File: src/design/gpc_pkg.sv
/*
 * Constants for the indexed configuration bank slice of the GPIO block:
 * register indices, field positions, reset values and synchroniser depth.
 * Assumes one 100 MHz clock and an 8-bit index/data configuration port.
 */
package gpc_pkg;
    localparam logic [7:0] IDX_POLARITY_TWO = 8'h34;
    localparam logic [7:0] IDX_VENDOR_RSVD = 8'h35;
    localparam logic [7:0] IDX_SCRATCH = 8'h36;
    localparam logic [7:0] IDX_DIRECTION_FOUR = 8'h37;
    localparam logic [7:0] IDX_OUTPUT_BUFFER = 8'h39;
    localparam logic [7:0] CFG_RESET_VALUE = 8'h00;
    localparam logic [7:0] OBUF_RESET_VALUE = 8'h80;
    localparam int POL_PIN23_BIT = 3;
    localparam int POL_PME_BIT = 5;
    localparam int ALT_PIN13_BIT = 6;
    localparam int ALT_PIN14_BIT = 7;
    localparam int OBUF_PME_BIT = 7;
    localparam int SYNC_STAGES = 3;
    localparam logic [7:0] READ_UNMAPPED = 8'h00;
endpackage : gpc_pkg

File: src/design/gpc_cfg_bank.sv
/*
 * Configuration registers 34h..37h and the output-buffer type bit,
 * with the pin logic they steer: pin 23 polarity, power event pin
 * polarity and driver type, pin 13/14 alternate routing, pins 40-47
 * direction. Assumes the host drives cfg_* from logic on ref_clk and
 * that rstn is the standby power-on reset.
 */
module gpc_cfg_bank (
    input wire logic ref_clk,
    input wire logic rstn,
    input wire logic config_state,
    input wire logic [7:0] config_index_select,
    input wire logic cfg_wr,
    input wire logic cfg_rd,
    input wire logic [7:0] cfg_wdata,
    output logic [7:0] cfg_rdata,
    output logic cfg_rvalid,
    input wire logic pin23_out_val,
    input wire logic pin23_dir_out,
    input wire logic port_pin_twenty_three_in,
    output logic port_pin_twenty_three_out,
    output logic port_pin_twenty_three_oe,
    output logic pin23_in_val,
    input wire logic power_event,
    output logic power_event_out_pin_out,
    output logic power_event_out_pin_oe,
    input wire logic port_pin_thirteen_in,
    input wire logic port_pin_fourteen_in,
    output logic pin13_gpio_in,
    output logic pin14_gpio_in,
    output logic routable_irq_input_one,
    output logic routable_irq_input_two,
    input wire logic [7:0] pins_forty_out_val,
    input wire logic [7:0] port_pins_forty_to_forty_seven_in,
    output logic [7:0] port_pins_forty_to_forty_seven_out,
    output logic [7:0] port_pins_forty_to_forty_seven_oe,
    output logic [7:0] pins_forty_in_val
);
    // ==========================================================
    // register file
    logic [7:0] gpio_polarity_two;
    logic [7:0] vendor_reserved_cfg;
    logic [7:0] spare_scratch_cfg;
    logic [7:0] gpio_direction_four;
    logic [7:0] output_buffer_type_reg;
    logic [7:0] next_gpio_polarity_two;
    logic [7:0] next_vendor_reserved_cfg;
    logic [7:0] next_spare_scratch_cfg;
    logic [7:0] next_gpio_direction_four;
    logic [7:0] next_output_buffer_type_reg;
    logic [7:0] next_cfg_rdata;
    logic next_cfg_rvalid;

    function automatic logic hit(input logic [7:0] idx);
        hit = config_state && (config_index_select == idx);
    endfunction : hit

    always_comb begin
        next_gpio_polarity_two = gpio_polarity_two;
        next_vendor_reserved_cfg = vendor_reserved_cfg;
        next_spare_scratch_cfg = spare_scratch_cfg;
        next_gpio_direction_four = gpio_direction_four;
        next_output_buffer_type_reg = output_buffer_type_reg;
        next_cfg_rdata = cfg_rdata;
        next_cfg_rvalid = cfg_rd && config_state;
        if (cfg_wr) begin
            if (hit(gpc_pkg::IDX_POLARITY_TWO)) begin
                next_gpio_polarity_two = cfg_wdata;
            end
            if (hit(gpc_pkg::IDX_VENDOR_RSVD)) begin
                next_vendor_reserved_cfg = cfg_wdata;
            end
            if (hit(gpc_pkg::IDX_SCRATCH)) begin
                next_spare_scratch_cfg = cfg_wdata;
            end
            if (hit(gpc_pkg::IDX_DIRECTION_FOUR)) begin
                next_gpio_direction_four = cfg_wdata;
            end
            if (hit(gpc_pkg::IDX_OUTPUT_BUFFER)) begin
                next_output_buffer_type_reg = cfg_wdata;
            end
        end
        if (cfg_rd && config_state) begin
            unique case (config_index_select)
                gpc_pkg::IDX_POLARITY_TWO: next_cfg_rdata = gpio_polarity_two;
                gpc_pkg::IDX_VENDOR_RSVD: next_cfg_rdata = vendor_reserved_cfg;
                gpc_pkg::IDX_SCRATCH:
                    next_cfg_rdata = spare_scratch_cfg;
                gpc_pkg::IDX_DIRECTION_FOUR:
                    next_cfg_rdata = gpio_direction_four;
                gpc_pkg::IDX_OUTPUT_BUFFER:
                    next_cfg_rdata = output_buffer_type_reg;
                default: next_cfg_rdata = gpc_pkg::READ_UNMAPPED;
            endcase
        end
    end

    always_ff @(posedge ref_clk) begin
        if (!rstn) begin
            gpio_polarity_two <= gpc_pkg::CFG_RESET_VALUE;
            vendor_reserved_cfg <= gpc_pkg::CFG_RESET_VALUE;
            spare_scratch_cfg <= gpc_pkg::CFG_RESET_VALUE;
            gpio_direction_four <= gpc_pkg::CFG_RESET_VALUE;
            output_buffer_type_reg <= gpc_pkg::OBUF_RESET_VALUE;
            cfg_rdata <= gpc_pkg::CFG_RESET_VALUE;
            cfg_rvalid <= 1'b0;
        end else begin
            gpio_polarity_two <= next_gpio_polarity_two;
            vendor_reserved_cfg <= next_vendor_reserved_cfg;
            spare_scratch_cfg <= next_spare_scratch_cfg;
            gpio_direction_four <= next_gpio_direction_four;
            output_buffer_type_reg <= next_output_buffer_type_reg;
            cfg_rdata <= next_cfg_rdata;
            cfg_rvalid <= next_cfg_rvalid;
        end
    end

    // ==========================================================
    // pin input synchronisers
    logic [10:0] raw_in;
    logic [10:0] sync_in;
    assign raw_in = {port_pins_forty_to_forty_seven_in,
        port_pin_fourteen_in, port_pin_thirteen_in, port_pin_twenty_three_in};

    for (genvar i = 0; i < 11; i++) begin : g_sync
        gpc_pin_sync u_sync (
            .ref_clk(ref_clk),
            .rstn(rstn),
            .pin_in(raw_in[i]),
            .pin_sync(sync_in[i])
        );
    end

    // ==========================================================
    // pin drive
    logic pol23;
    logic pol_pme;
    logic pme_od;
    logic pme_level;
    logic next_p23_out;
    logic next_p23_oe;
    logic next_p23_in;
    logic next_pme_out;
    logic next_pme_oe;
    logic next_p13_in;
    logic next_p14_in;
    logic next_irq1;
    logic next_irq2;
    logic [7:0] next_p40_out;
    logic [7:0] next_p40_oe;
    logic [7:0] next_p40_in;

    always_comb begin
        pol23 = gpio_polarity_two[gpc_pkg::POL_PIN23_BIT];
        pol_pme = gpio_polarity_two[gpc_pkg::POL_PME_BIT];
        pme_od = output_buffer_type_reg[gpc_pkg::OBUF_PME_BIT];
        next_p23_out = pin23_out_val ^ pol23;
        next_p23_oe = pin23_dir_out;
        next_p23_in = sync_in[0] ^ pol23;
        // active-low when non-inverted
        pme_level = ~power_event ^ pol_pme;
        next_pme_out = pme_od ? 1'b0 : pme_level;
        next_pme_oe = pme_od ? ~pme_level : 1'b1;
        next_p13_in = gpio_polarity_two[gpc_pkg::ALT_PIN13_BIT] ? 1'b0
            : sync_in[1];
        next_p14_in = gpio_polarity_two[gpc_pkg::ALT_PIN14_BIT] ? 1'b0
            : sync_in[2];
        next_irq1 = gpio_polarity_two[gpc_pkg::ALT_PIN13_BIT]
            & sync_in[1];
        next_irq2 = gpio_polarity_two[gpc_pkg::ALT_PIN14_BIT]
            & sync_in[2];
        next_p40_out = pins_forty_out_val;
        next_p40_oe = gpio_direction_four;
        next_p40_in = sync_in[10:3];
    end

    always_ff @(posedge ref_clk) begin
        if (!rstn) begin
            port_pin_twenty_three_out <= 1'b0;
            port_pin_twenty_three_oe <= 1'b0;
            pin23_in_val <= 1'b0;
            power_event_out_pin_out <= 1'b0;
            power_event_out_pin_oe <= 1'b0;
            pin13_gpio_in <= 1'b0;
            pin14_gpio_in <= 1'b0;
            routable_irq_input_one <= 1'b0;
            routable_irq_input_two <= 1'b0;
            port_pins_forty_to_forty_seven_out <= '0;
            port_pins_forty_to_forty_seven_oe <= '0;
            pins_forty_in_val <= '0;
        end else begin
            port_pin_twenty_three_out <= next_p23_out;
            port_pin_twenty_three_oe <= next_p23_oe;
            pin23_in_val <= next_p23_in;
            power_event_out_pin_out <= next_pme_out;
            power_event_out_pin_oe <= next_pme_oe;
            pin13_gpio_in <= next_p13_in;
            pin14_gpio_in <= next_p14_in;
            routable_irq_input_one <= next_irq1;
            routable_irq_input_two <= next_irq2;
            port_pins_forty_to_forty_seven_out <= next_p40_out;
            port_pins_forty_to_forty_seven_oe <= next_p40_oe;
            pins_forty_in_val <= next_p40_in;
        end
    end

    // ==========================================================
    // assertions
    a_write_needs_cfg: assert property (
        @(posedge ref_clk) disable iff (!rstn)
        (!config_state && cfg_wr) |=> $stable({gpio_polarity_two,
        vendor_reserved_cfg, spare_scratch_cfg, gpio_direction_four}))
        else $error("register changed outside configuration state");
    a_pol_write_lands: assert property (
        @(posedge ref_clk) disable iff (!rstn)
        (cfg_wr && config_state &&
        config_index_select == gpc_pkg::IDX_POLARITY_TWO)
        |=> gpio_polarity_two == $past(cfg_wdata))
        else $error("polarity register write lost");
    a_scratch_readback: assert property (
        @(posedge ref_clk) disable iff (!rstn)
        (cfg_rd && config_state &&
        config_index_select == gpc_pkg::IDX_SCRATCH)
        |=> cfg_rvalid && cfg_rdata == $past(spare_scratch_cfg))
        else $error("scratch register read back wrong");
    a_pin23_invert: assert property (
        @(posedge ref_clk) disable iff (!rstn)
        rstn |=> port_pin_twenty_three_out ==
        ($past(pin23_out_val) ^ $past(pol23)))
        else $error("pin 23 polarity wrong");
    a_pme_active_low: assert property (
        @(posedge ref_clk) disable iff (!rstn)
        (power_event && !pol_pme && !pme_od) |=>
        !power_event_out_pin_out && power_event_out_pin_oe)
        else $error("power event pin not driven low");
    a_pme_open_drain: assert property (
        @(posedge ref_clk) disable iff (!rstn)
        pme_od |=> !power_event_out_pin_out)
        else $error("open drain pin driven high");
    a_irq1_route: assert property (
        @(posedge ref_clk) disable iff (!rstn)
        !gpio_polarity_two[gpc_pkg::ALT_PIN13_BIT] |=>
        !routable_irq_input_one)
        else $error("irq one active while pin is gpio");
    a_irq2_route: assert property (
        @(posedge ref_clk) disable iff (!rstn)
        !gpio_polarity_two[gpc_pkg::ALT_PIN14_BIT] |=>
        !routable_irq_input_two)
        else $error("irq two active while pin is gpio");
    a_dir_four: assert property (
        @(posedge ref_clk) disable iff (!rstn)
        rstn |=> port_pins_forty_to_forty_seven_oe ==
        $past(gpio_direction_four))
        else $error("pins forty direction wrong");
    a_reset_clear: assert property (
        @(posedge ref_clk)
        !rstn |=> gpio_polarity_two == gpc_pkg::CFG_RESET_VALUE &&
        vendor_reserved_cfg == gpc_pkg::CFG_RESET_VALUE &&
        spare_scratch_cfg == gpc_pkg::CFG_RESET_VALUE &&
        gpio_direction_four == gpc_pkg::CFG_RESET_VALUE)
        else $error("registers not cleared by reset");
endmodule : gpc_cfg_bank

File: src/design/gpc_pin_sync.sv
/*
 * Three-flop synchroniser for one asynchronous pin input; the output
 * changes only once the second and third stages agree.
 * Assumes ref_clk and a synchronous active-low reset.
 */
module gpc_pin_sync (
    input wire logic ref_clk,
    input wire logic rstn,
    input wire logic pin_in,
    output logic pin_sync
);
    logic [gpc_pkg::SYNC_STAGES-1:0] stage;
    logic [gpc_pkg::SYNC_STAGES-1:0] next_stage;
    logic next_pin_sync;

    always_comb begin
        next_stage = {stage[gpc_pkg::SYNC_STAGES-2:0], pin_in};
        next_pin_sync = pin_sync;
        if (stage[1] == stage[2]) begin
            next_pin_sync = stage[2];
        end
    end

    always_ff @(posedge ref_clk) begin
        if (!rstn) begin
            stage <= '0;
            pin_sync <= 1'b0;
        end else begin
            stage <= next_stage;
            pin_sync <= next_pin_sync;
        end
    end
endmodule : gpc_pin_sync

File: config.mk
export PLATFORM = sky130hd
export DESIGN_NAME = gpc_cfg_bank
export DESIGN_NICKNAME = d
export VERILOG_FILES = /design/src/design/gpc_pkg.sv /design/src/design/gpc_cfg_bank.sv /design/src/design/gpc_pin_sync.sv
export SDC_FILE = /design/constraint.sdc
export NUM_CORES = 1
export LEC_CHECK = 0
export ABC_AREA = 1
export BUFFER_PORTS_ARGS = -buffer_cell sky130_fd_sc_hd__buf_2
export CAP_MARGIN = 40
export CORE_MARGIN = 5
export CORE_UTILIZATION = 38
export DETAILED_ROUTE_END_ITERATION = 12
export GPL_TIMING_DRIVEN = 1
export PLACE_DENSITY_LB_ADDON = 0.12
export SLEW_MARGIN = 25
export SYNTH_ARGS = -nofsm -noshare
export SYNTH_HDL_FRONTEND = slang
export SYNTH_HIERARCHICAL = 1
export SYNTH_SLANG_ARGS = --single-unit
File: constraint.sdc
create_clock -name ref_clk -period 2.25 [get_ports ref_clk]
set_input_delay 0.3375 -clock ref_clk [delete_from_list [all_inputs] [get_ports ref_clk]]
set_output_delay 0.3375 -clock ref_clk [all_outputs]
set_load 0.1 [all_outputs]
======== Yosys cells after proc, flatten, opt, wreduce, memory -nomap -nowiden ========
Cells that the tools add are included.
word-level totals
  input bits .............................. 43
  register bits ........................... 126
cells by class
  eq/ne operators ......................... 16
  mux-type cells .......................... 2
  reductions and logical operators ........ 14
  bitwise gates (word level) .............. 8
operators with widths
  operator                                                                number
  8-bit by 6-bit equality test with 1-bit output (second input constant)  5
  8-bit case mux with 5 select lines                                      1
  1-bit equality test                                                     11
  2-bit AND reduction                                                     5
  1-bit logical AND                                                       6
  2-bit OR reduction                                                      3
  1-bit NOT                                                               3
  1-bit bitwise XOR                                                       3
  1-bit AND                                                               2
  1-bit 2-to-1 mux                                                        1

======== Longest topological paths before layout ========
Gate-level depths: netlist of the first run.
  depth after elaboration ................. 4
  mapped depth ............................ 8

======== Hierarchy ========
The synthesis of the first run kept the hierarchy.
modules (own cells, without submodules)
  module        instances  cells each  sequential area each (um^2)  area an instance (um^2)
  gpc_cfg_bank  1          411         1,641.6                      3,244.4
  gpc_pin_sync  11         13          80.1                         116.4

======== Worst setup path before layout of the first run ========
Ideal clock, no wire load.
  path type ............................... flip-flop to flip-flop
  start ................................... register cfg_rdata[0] (netlist name)
  end ..................................... register cfg_rdata[0]
  required time ........................... 2.179 ns
  cell stages (with the launch flop) ...... 3
  clock period less this slack ............ 1.316 ns
  library setup time ...................... 0.071 ns
  arrival time ............................ 1.245 ns
  path slack .............................. 0.934 ns
  path through ............................ dfxtp_1 > o21ai_0 > a21oi_1
RTL lines
  element                 RTL line             source
  end signal: assignment  gpc_cfg_bank.sv:105  cfg_rdata <= gpc_pkg::CFG_RESET_VALUE;
  end signal: assignment  gpc_cfg_bank.sv:113  cfg_rdata <= next_cfg_rdata;
  end: declaration        gpc_cfg_bank.sv:16   output logic [7:0] cfg_rdata,

======== Final worst setup path of the first run ========
  start ................................... register cfg_rdata[0]
  end ..................................... output cfg_rdata[0]
No word-level cell between the ends.

==> flow_metrics.tcl, run 1 <==
set metrics [dict create \
    layout.cells.non_filler 798 \
    timing.rr.end "cfg_rdata[3]" \
    p_sw_frac 0.229 \
    post_drt_wl_per_cell_um 12.0 \
    vias 3622 \
    fp-row-count 39 \
    p_leak_nw 2.82 \
    numCtsBuffers 17 \
    drcViolationCount 0 \
    gp_congestion 0.764 \
    yosys_warnings 6 \
    syn_area_per_cell_um2 8.17 \
    portBuffers 84 \
    synth-seq-cells 126 \
    syn_nets 597 \
    grt_pass1_wl_um 16000 \
    hold_depth 3 \
    crit_start "cfg_rdata[0]" \
    skew_ps 6.43 \
    fin_crit_ps 1530 \
    status "complete, no violations" \
    clk_pin_slew_ps 50 \
    power_frac_seq 0.442 \
    hold_class "in2reg" \
    drv_cap 0 \
    die_area_mm2 0.0142 \
    drtIter0Drc 136 \
    place_hpwl_um 6630 \
    hold_viol 0 \
    max_stage_delay_ps 440 \
    synth_edf_count 0 \
    p_switching_w 0.00119 \
    die_w_um 119 \
    clockBufferDepth 2 \
    cts_resized 0 \
    final_net_count 686 \
    cp-start-kind "register" \
    regToRegSetupSlack_ps 1400 \
    synth_flop_cell "dfxtp_1" \
    syn_area_mm2 0.00452 \
    tritoncts "yes" \
    cp-end-kind "output pin" \
    first_global_vias 3387 \
    core_area_mm2 0.0116 \
    finalSetupViolations 0 \
    max_freq_mhz 655 \
    holdBufCountCts 0 \
    critPathSlowestCell "buf_2" \
    relSlewSlack 0.618 \
    largestRegisters "g_sync.u_sync/stage: 33 flops, g_sync.u_sync/pin_sync: 11 flops" \
    grt-ovfl-total 0 \
    power.share.clock 0.490 \
    initial_core_util 0.391 \
    worstMarginPinSlew_ps 573 \
    synth_cell_types 21 \
    drv_slew 0 \
    peakVddDrop_mv 0.708 \
    cts_root_buf "clkbuf_16" \
    internal_power_w 0.00401 \
    htree_num_levels 4 \
    finalInstanceArea_mm2 0.00560 \
    fin_tns_setup_ps 0 \
    dr.pass1.iters 4 \
    r2r-start "gpio_polarity_two[3]" \
    path_cells "buf_2" \
    final_common_cell "dfxtp_1" \
    postCtsSetupRepairBufs 0 \
    wirelength_um 9550 \
    ant_nets 0 \
    ys_seq_area_frac 0.558 \
    endpoint "cfg_rdata[0]" \
    p_comb_frac 0.068 \
    grt_usage 0.141 \
    antenna_found_initial 0 \
    num_antenna_cells 0 \
    ios 85 \
    arrival_ps 1190 \
    largest_reg_flops 33 \
    reg2regPathDepth 4 \
    most-common-layout-cells "dfxtp_1, inv_1, nand2_1" \
    area_growth_pct 23.7 \
    path_max_fanout 2 \
    fin_crit_sh 0.679 \
    cp_num_buf_inv 1 \
    dp.cells 767 \
    cts_sinks 126 \
    fillers 1146 \
    holdWs_ps 115 \
    powerDensity_mw_per_mm2 929 \
    cp_num_cells 1 \
    viasPerCell 4.54 \
    top_register "g_sync.u_sync/stage" \
    die_y_um 119 \
    crit_family "buffers and inverters" \
    rsz0062_at_grt "false" \
    clock_latency_ps 400 \
    ys_async_sr_fraction 0 \
    grt_max_degree 68 \
    required_ps 1910 \
    crit_type "reg2out" \
    place_area_mm2 0.00503 \
    synth_cells 554 \
    drive_gt1_frac 0.202 \
]
==> synth_stat cells (5+ instances only) <==
master,count,area share
a21oi_1,58,0.064
buf_6,8,0.020
clkbuf_1,8,0.0066
dfxtp_1,126,0.56
inv_1,109,0.090
nand2_1,105,0.087
nand3_1,41,0.045
nor2_1,22,0.018
nor2_4,5,0.012
nor3_1,5,0.0055
o21ai_0,33,0.037
o21ai_1,19,0.021
==> cell type report <==
| class | count | area (um^2) | share of cell area |
|---|---|---|---|
| repair buffers | 87 | 455 | 0.0814 |
| inverters | 110 | 414 | 0.0740 |
| clock buffers | 24 | 502 | 0.0897 |
| flip-flops and latches | 126 | 2520 | 0.451 |
| multi-input cells | 301 | 1460 | 0.261 |
| clock inverters | 7 | 60.1 | 0.0107 |
| well taps | 143 | 179 | 0.0320 |
==> worst reg2reg max path, stage by stage (launching register included) <==
cell	delay [ps]
dfxtp_1	430
nand3_1	100
nand2_1	90
nor2_1	50
a21oi_1	110
==> cells by family (layout without fill, tap and decap cells) <==
logic type,after synthesis,count (layout),synth area share
AOI/OAI and AO/OA,110,110,0.122
and+or+nand+nor,188,188,0.196
xor gates and xnor gates,3,3,0.00581
buffers and inverters,127,228,0.119
DFF,126,126,0.558
==> worst min path at each step <==
stage,startpoint,end,slack (ps)
after floorplan,g_sync[0].u_sync/stage[0],g_sync[0].u_sync/stage[1],390
after global placement,g_sync[6].u_sync/stage[0],g_sync[6].u_sync/stage[1],390
after detailed placement,g_sync[3].u_sync/stage[0],g_sync[3].u_sync/stage[1],390
after CTS,port_pins_forty_to_forty_seven_in[3],g_sync[6].u_sync/stage[0],100
after global routing,port_pins_forty_to_forty_seven_in[4],g_sync[7].u_sync/stage[0],110
final,port_pins_forty_to_forty_seven_in[3],g_sync[6].u_sync/stage[0],120
==> power groups by stage <==
| stage | sequential, W | combinational, W | clock (W) |
|---|---|---|---|
| after global routing | 0.00230 | 0.000386 | 0.00271 |
| after CTS | 0.00230 | 0.000359 | 0.00262 |
| final | 0.00230 | 0.000354 | 0.00255 |
| after global placement | 0.00234 | 0.000355 | 0 |
| after detailed placement | 0.00234 | 0.000358 | 0 |
| after floorplan | 0.00248 | 0.000110 | 0 |
==> metal layers <==
layer  share of wire  vias up  track usage
li1                -     1903            -
met1            0.46     1631        0.171
met2            0.48       75        0.227
met5               0        -            0
met3           0.048       13       0.0441
met4           0.017        0       0.0673
==> metrics by stage <==
step,utilization,total power (W),setup slack [ps]
2_1_floorplan,-,0.00259,934
3_3_place_gp,0.435,0.00270,551
3_5_place_dp,0.435,0.00270,482
4_1_cts,0.484,0.00527,694
5_1_grt,0.484,0.00540,679
6_report,0.484,0.00520,723
Power figures use the tool's default switching activity.
==> run 2: changes to the inputs <==
Clock period 2.25 ns to 1.25 ns, I/O delays scaled along.
==> run 2 against run 1 <==
Global-route usage increased by 0.77 points; setup slack got worse by 670 ps; die area unchanged; final cell count increased by 4.3%; largest cell class unchanged; largest power group unchanged; first-iteration DRC count increased by 68%; register-to-register slack got worse by 980 ps; via count increased by 3.0%.
==> flow_metrics.tcl, run 2 (synthesized netlist as in run 1, its figures left out) <==
set metrics [dict create \
    status "complete, no violations" \
    die_w_um 119 \
    power.share.clock 0.494 \
    internal_power_w 0.00742 \
    required_ps 1060 \
    fin_util 0.550 \
    layout.cells.non_filler 832 \
    fin_crit_sh 0.957 \
    drv_cap 0 \
    drcViolationCount 0 \
    crit_start "pins_forty_in_val[2]" \
    worstMarginPinSlew_ps 439 \
    cp-end-kind "output pin" \
    numCtsBuffers 17 \
    clk_pin_slew_ps 60 \
    skew_ps 5.47 \
    power_w 0.00972 \
    antenna_found_initial 0 \
    peakVddDrop_mv 1.05 \
    drive_gt1_frac 0.225 \
    path_cells "buf_4" \
    timing.rr.end "cfg_rdata[3]" \
    final_net_count 719 \
    grt_usage 0.148 \
    viasPerCell 4.48 \
    top_register "g_sync.u_sync/stage" \
    p_comb_frac 0.080 \
    first_global_vias 3583 \
    p_sw_frac 0.236 \
    die_area_mm2 0.0142 \
    endpoint "pins_forty_in_val[2]" \
    final_common_cell "dfxtp_1" \
    core_area_mm2 0.0116 \
    relSlewSlack 0.707 \
    most-common-layout-cells "dfxtp_1, inv_1, nand2_1" \
    cts_root_buf "clkbuf_16" \
    vias 3730 \
    gp_congestion 0.787 \
    critPathSlowestCell "dfxtp_1" \
    ant_nets 0 \
    postCtsSetupRepairBufs 0 \
    hold_class "in2reg" \
    grt_pass1_wl_um 16900 \
    fin_tns_setup_ps 0 \
    fillers 1068 \
    largestRegisters "g_sync.u_sync/stage: 33 flops, g_sync.u_sync/pin_sync: 11 flops" \
    dr.pass1.iters 4 \
    initial_core_util 0.391 \
    max_stage_delay_ps 320 \
    area_growth_pct 40.7 \
    grt-ovfl-total 0 \
    grt_max_degree 48 \
    regArea_mm2 0.00253 \
    path_max_fanout 1 \
    place_area_mm2 0.00553 \
    cts_sinks 126 \
    ios 85 \
    cp-start-kind "register" \
    max_freq_mhz 836 \
    finalInstanceArea_mm2 0.00637 \
    hold_viol 0 \
    rsz0062_at_grt "false" \
    portBuffers 84 \
    clockBufferDepth 2 \
    power_frac_seq 0.427 \
    cp_num_cells 1 \
    htree_num_levels 4 \
    place_hpwl_um 6810 \
    finalSetupViolations 0 \
    fin_crit_ps 1200 \
    drtIter0Drc 229 \
    post_drt_wl_per_cell_um 11.9 \
    crit_type "reg2out" \
    fp-row-count 39 \
    die_y_um 119 \
    arrival_ps 1010 \
    dp.cells 780 \
    multi_input_area_mm2 0.00146 \
    p_leak_nw 3.05 \
    drv_slew 0 \
    wirelength_um 9910 \
    largest_reg_flops 33 \
    p_switching_w 0.00229 \
    num_antenna_cells 0 \
    crit_family "flip-flops" \
    r2r-start "gpio_polarity_two[3]" \
    powerDensity_mw_per_mm2 1530 \
    tritoncts "yes" \
    regToRegSetupSlack_ps 420 \
    reg2regPathDepth 4 \
    clock_latency_ps 400 \
    cp_num_buf_inv 1 \
]
## run 2: worst min-delay path by stage
stage / depth (start not counted) / end / start
finish: 3 / port_pin_twenty_three_out / pin23_out_val
global placement: 3 / port_pins_forty_to_forty_seven_out[6] / pins_forty_out_val[6]
CTS: 3 / port_pin_twenty_three_out / pin23_out_val
detailed placement: 3 / g_sync[4].u_sync/stage[0] / port_pins_forty_to_forty_seven_in[1]
floorplan: 2 / g_sync[0].u_sync/stage[0] / rstn
global route: 3 / port_pin_twenty_three_out / pin23_out_val
## run 2: area by class of cell
cell class                      instances  share of cell area
Tap cell                              143              0.0281
Inverter                              110              0.0651
Timing Repair Buffer                  120               0.186
Clock buffer                           20              0.0717
Multi-Input combinational cell        301               0.230
Sequential cell                       126               0.398
Clock inverter                         12              0.0216
## run 2: timing repair
item,4_1_cts,5_1_grt
setup endpoints to repair,18,0
hold endpoints to repair,20,0
gates resized for setup,18,0
hold buffers,20,0
## run 2: routing by layer
metal  part of all wire  wire length (um)  global-route usage  vias to the layer above
li1                   -                 -                   -                     1964
met1               0.45              4450               0.181                     1669
met2               0.48              4750               0.242                       81
met3              0.051               502              0.0431                       16
met4              0.020               199              0.0688                        0
met5                  0                 0                   0                        -
## run 2: metrics by stage
| step | setup WS, ps | hold WS (ps) |
|---|---|---|
| 4_1_cts | 31.9 | 32.8 |
| 6_report | 53.2 | 38.4 |
| 2_1_floorplan | 154 | 281 |
| 3_3_place_gp | -59.4 | 367 |
| 3_5_place_dp | -125 | 371 |
| 5_1_grt | 11.9 | 51.6 |
## run 2: power by group through the flow
stage / Sequential [W] / Clock (W) / Combinational, W
detailed placement: 0.00423 / 0 / 0.000723
floorplan: 0.00448 / 0 / 0.000197
finish: 0.00415 / 0.00480 / 0.000776
global route: 0.00415 / 0.00511 / 0.000840
global placement: 0.00423 / 0 / 0.000715
CTS: 0.00414 / 0.00493 / 0.000781
## run 2: worst register-to-register path, cell delays in order, from the launching register on
cell and delay, ps:
dfxtp_1 430, nand3_1 100, nand2_1 80, nor2_1 40
a21oi_1 110
==> run 3: changes to the inputs <==
Settings changed: CAP_MARGIN 40 to 20, SYNTH_HIERARCHICAL 1 to not set.
==> run 3 against run 2 <==
Wire length increased by 1.3%; utilization decreased by 1.0 points; register-to-register slack got worse by 30 ps; critical path type unchanged.
==> flow_metrics.tcl, run 3 <==
set metrics [dict create \
    drv_cap 0 \
    skew_ps 5.05 \
    rsz0062_at_grt "false" \
    relSlewSlack 0.700 \
    fin_crit_sh 0.971 \
    area_growth_pct 40.7 \
    first_global_vias 3679 \
    drcViolationCount 0 \
    path_cells "buf_4" \
    synth_flop_cell "dfxtp_1" \
    cp-end-kind "output pin" \
    ys_async_sr_fraction 0 \
    drive_gt1_frac 0.222 \
    syn_area_mm2 0.00455 \
    num_antenna_cells 0 \
    tritoncts "yes" \
    regArea_mm2 0.00253 \
    dr_wl_met2_um 5240 \
    die_y_um 119 \
    largest_reg_flops 33 \
    path_max_fanout 1 \
    hold_class "in2reg" \
    drv_slew 0 \
    place_area_mm2 0.00560 \
    crit_type "reg2out" \
    clockBufferDepth 2 \
    vias 3735 \
    ys_seq_area_frac 0.554 \
    yosys_warnings 0 \
    synth_cell_types 24 \
    gp_congestion 0.807 \
    max_stage_delay_ps 330 \
    cts_root_buf "clkbuf_16" \
    initial_core_util 0.384 \
    powerDensity_mw_per_mm2 1490 \
    hold_viol 0 \
    hold_path_startpoint "cfg_rd" \
    htree_num_levels 4 \
    top_layer "met4" \
    synth_top_cell_area_share 0.554 \
    antenna_found_initial 0 \
    drt-met1-wl_um 4170 \
    dr.pass1.iters 4 \
    ios 85 \
    grt_pass1_wl_um 17100 \
    synth-seq-cells 126 \
    cp-start-kind "register" \
    regToRegSetupSlack_ps 390 \
    hold_depth 3 \
    most-common-layout-cells "dfxtp_1, inv_1, nand2_1" \
    max_freq_mhz 824 \
    yosysMostFrequentCell "dfxtp_1" \
    ant_nets 0 \
    crit_family "flip-flops" \
    worstMarginPinSlew_ps 449 \
    die_area_mm2 0.0143 \
    finalInstanceArea_mm2 0.00641 \
    timing.rr.end "cfg_rdata[7]" \
    crit_start "pins_forty_in_val[0]" \
    yosys.area.top_type "dfxtp_1" \
    clock_latency_ps 400 \
    fp-row-count 40 \
    min_to "cfg_rvalid" \
    cts_sinks 126 \
    status "complete, no violations" \
    fin_crit_ps 1210 \
    grt_usage 0.151 \
    cp_num_buf_inv 1 \
    clk_pin_slew_ps 50 \
    multi_input_area_mm2 0.00145 \
    synth_common_cells "dfxtp_1, inv_1, nand2_1" \
    p_leak_nw 3.23 \
    numCtsBuffers 17 \
    core_area_mm2 0.0119 \
    die_w_um 119 \
    required_ps 1060 \
    arrival_ps 1030 \
    viasPerCell 4.46 \
    synth_area_leaders "dfxtp_1, inv_1, nand2_1" \
    grt_max_degree 41 \
    reg2regPathDepth 4 \
    top_register "g_sync.u_sync.stage" \
    wl_met3_um 409 \
    portBuffers 84 \
    peakVddDrop_mv 1.41 \
    finalSetupViolations 0 \
    largestRegisters "g_sync.u_sync.stage: 33 flops, g_sync.u_sync.pin_sync: 11 flops" \
    post_drt_wl_per_cell_um 12.0 \
    grt-ovfl-total 0 \
    final_net_count 720 \
    final_common_cell "dfxtp_1" \
    syn_area_per_cell_um2 8.16 \
    critPathSlowestCell "dfxtp_1" \
    fillers 1130 \
    drtIter0Drc 131 \
    power_w 0.00953 \
    wirelength_um 10000 \
    place_hpwl_um 7050 \
    syn_nets 601 \
    synth_edf_count 0 \
    synth_cells 558 \
    r2r-start "output_buffer_type_reg[7]" \
]
-- run 3: what timing repair did --
item                                    CTS  global route
hold buffers                             20             0
endpoints found under the setup margin   18             0
hold endpoints to repair                 20             0
setup buffers                             0             0
resized for setup                        18             0
-- run 3: routing by layer --
layer,GRT usage,vias up
li1,-,1956
met5,0,-
met3,0.0499,14
met2,0.268,56
met4,0.0659,0
met1,0.164,1709
-- run 3: final cells by class --
cell class              instances  area share
clock buffers                  22      0.0693
clock inverters                10      0.0180
inverters                     118      0.0693
multi-input cells             293       0.226
flip-flops and latches        126       0.395
well taps                     147      0.0287
repair buffers                121       0.194
-- run 3: worst min-delay path: cells and delay by family --
kind	cells	cell delay (ps)
buffers and inverters	1	70
and+or+nand+nor	2	130
-- run 3: cell families (layout without fill, tap and decap cells) --
group,after synthesis,count (layout),share of synthesized area
AND/OR/NAND/NOR,180,180,0.185
buffers and inverters,139,271,0.129
flip-flops,126,126,0.554
AO/OA/AOI/OAI,110,110,0.126
XOR/XNOR,3,3,0.00577
-- run 3: where the power goes --
group          switching (W)  internal (W)
registers          0.0000392       0.00410
clock network        0.00168       0.00293
logic               0.000505      0.000272
total                0.00223       0.00731
-- run 3: worst max-delay path by stage --
stage / to / slack [ps] / cells after the start
after floorplan: cfg_rvalid / 150 / 0
after global placement: output_buffer_type_reg[5] / 2 / 9
after detailed placement: output_buffer_type_reg[2] / -70 / 9
after CTS: pins_forty_in_val[0] / 20 / 1
after global routing: pins_forty_in_val[5] / 8 / 1
final: pins_forty_in_val[0] / 40 / 1
-- run 3: per-stage QoR --
stage / util / hold WS (ps) / setup WS [ps] / instances / TNS [ps]
3_3_place_gp: 0.472 / 369 / 1.84 / 785 / 0
4_1_cts: 0.540 / 10.8 / 21.8 / 837 / 0
2_1_floorplan: - / 285 / 154 / 558 / 0
6_report: 0.540 / 28.4 / 36.7 / 837 / 0
3_5_place_dp: 0.472 / 372 / -66.2 / 785 / -320
5_1_grt: 0.540 / 25.0 / 8.47 / 837 / 0
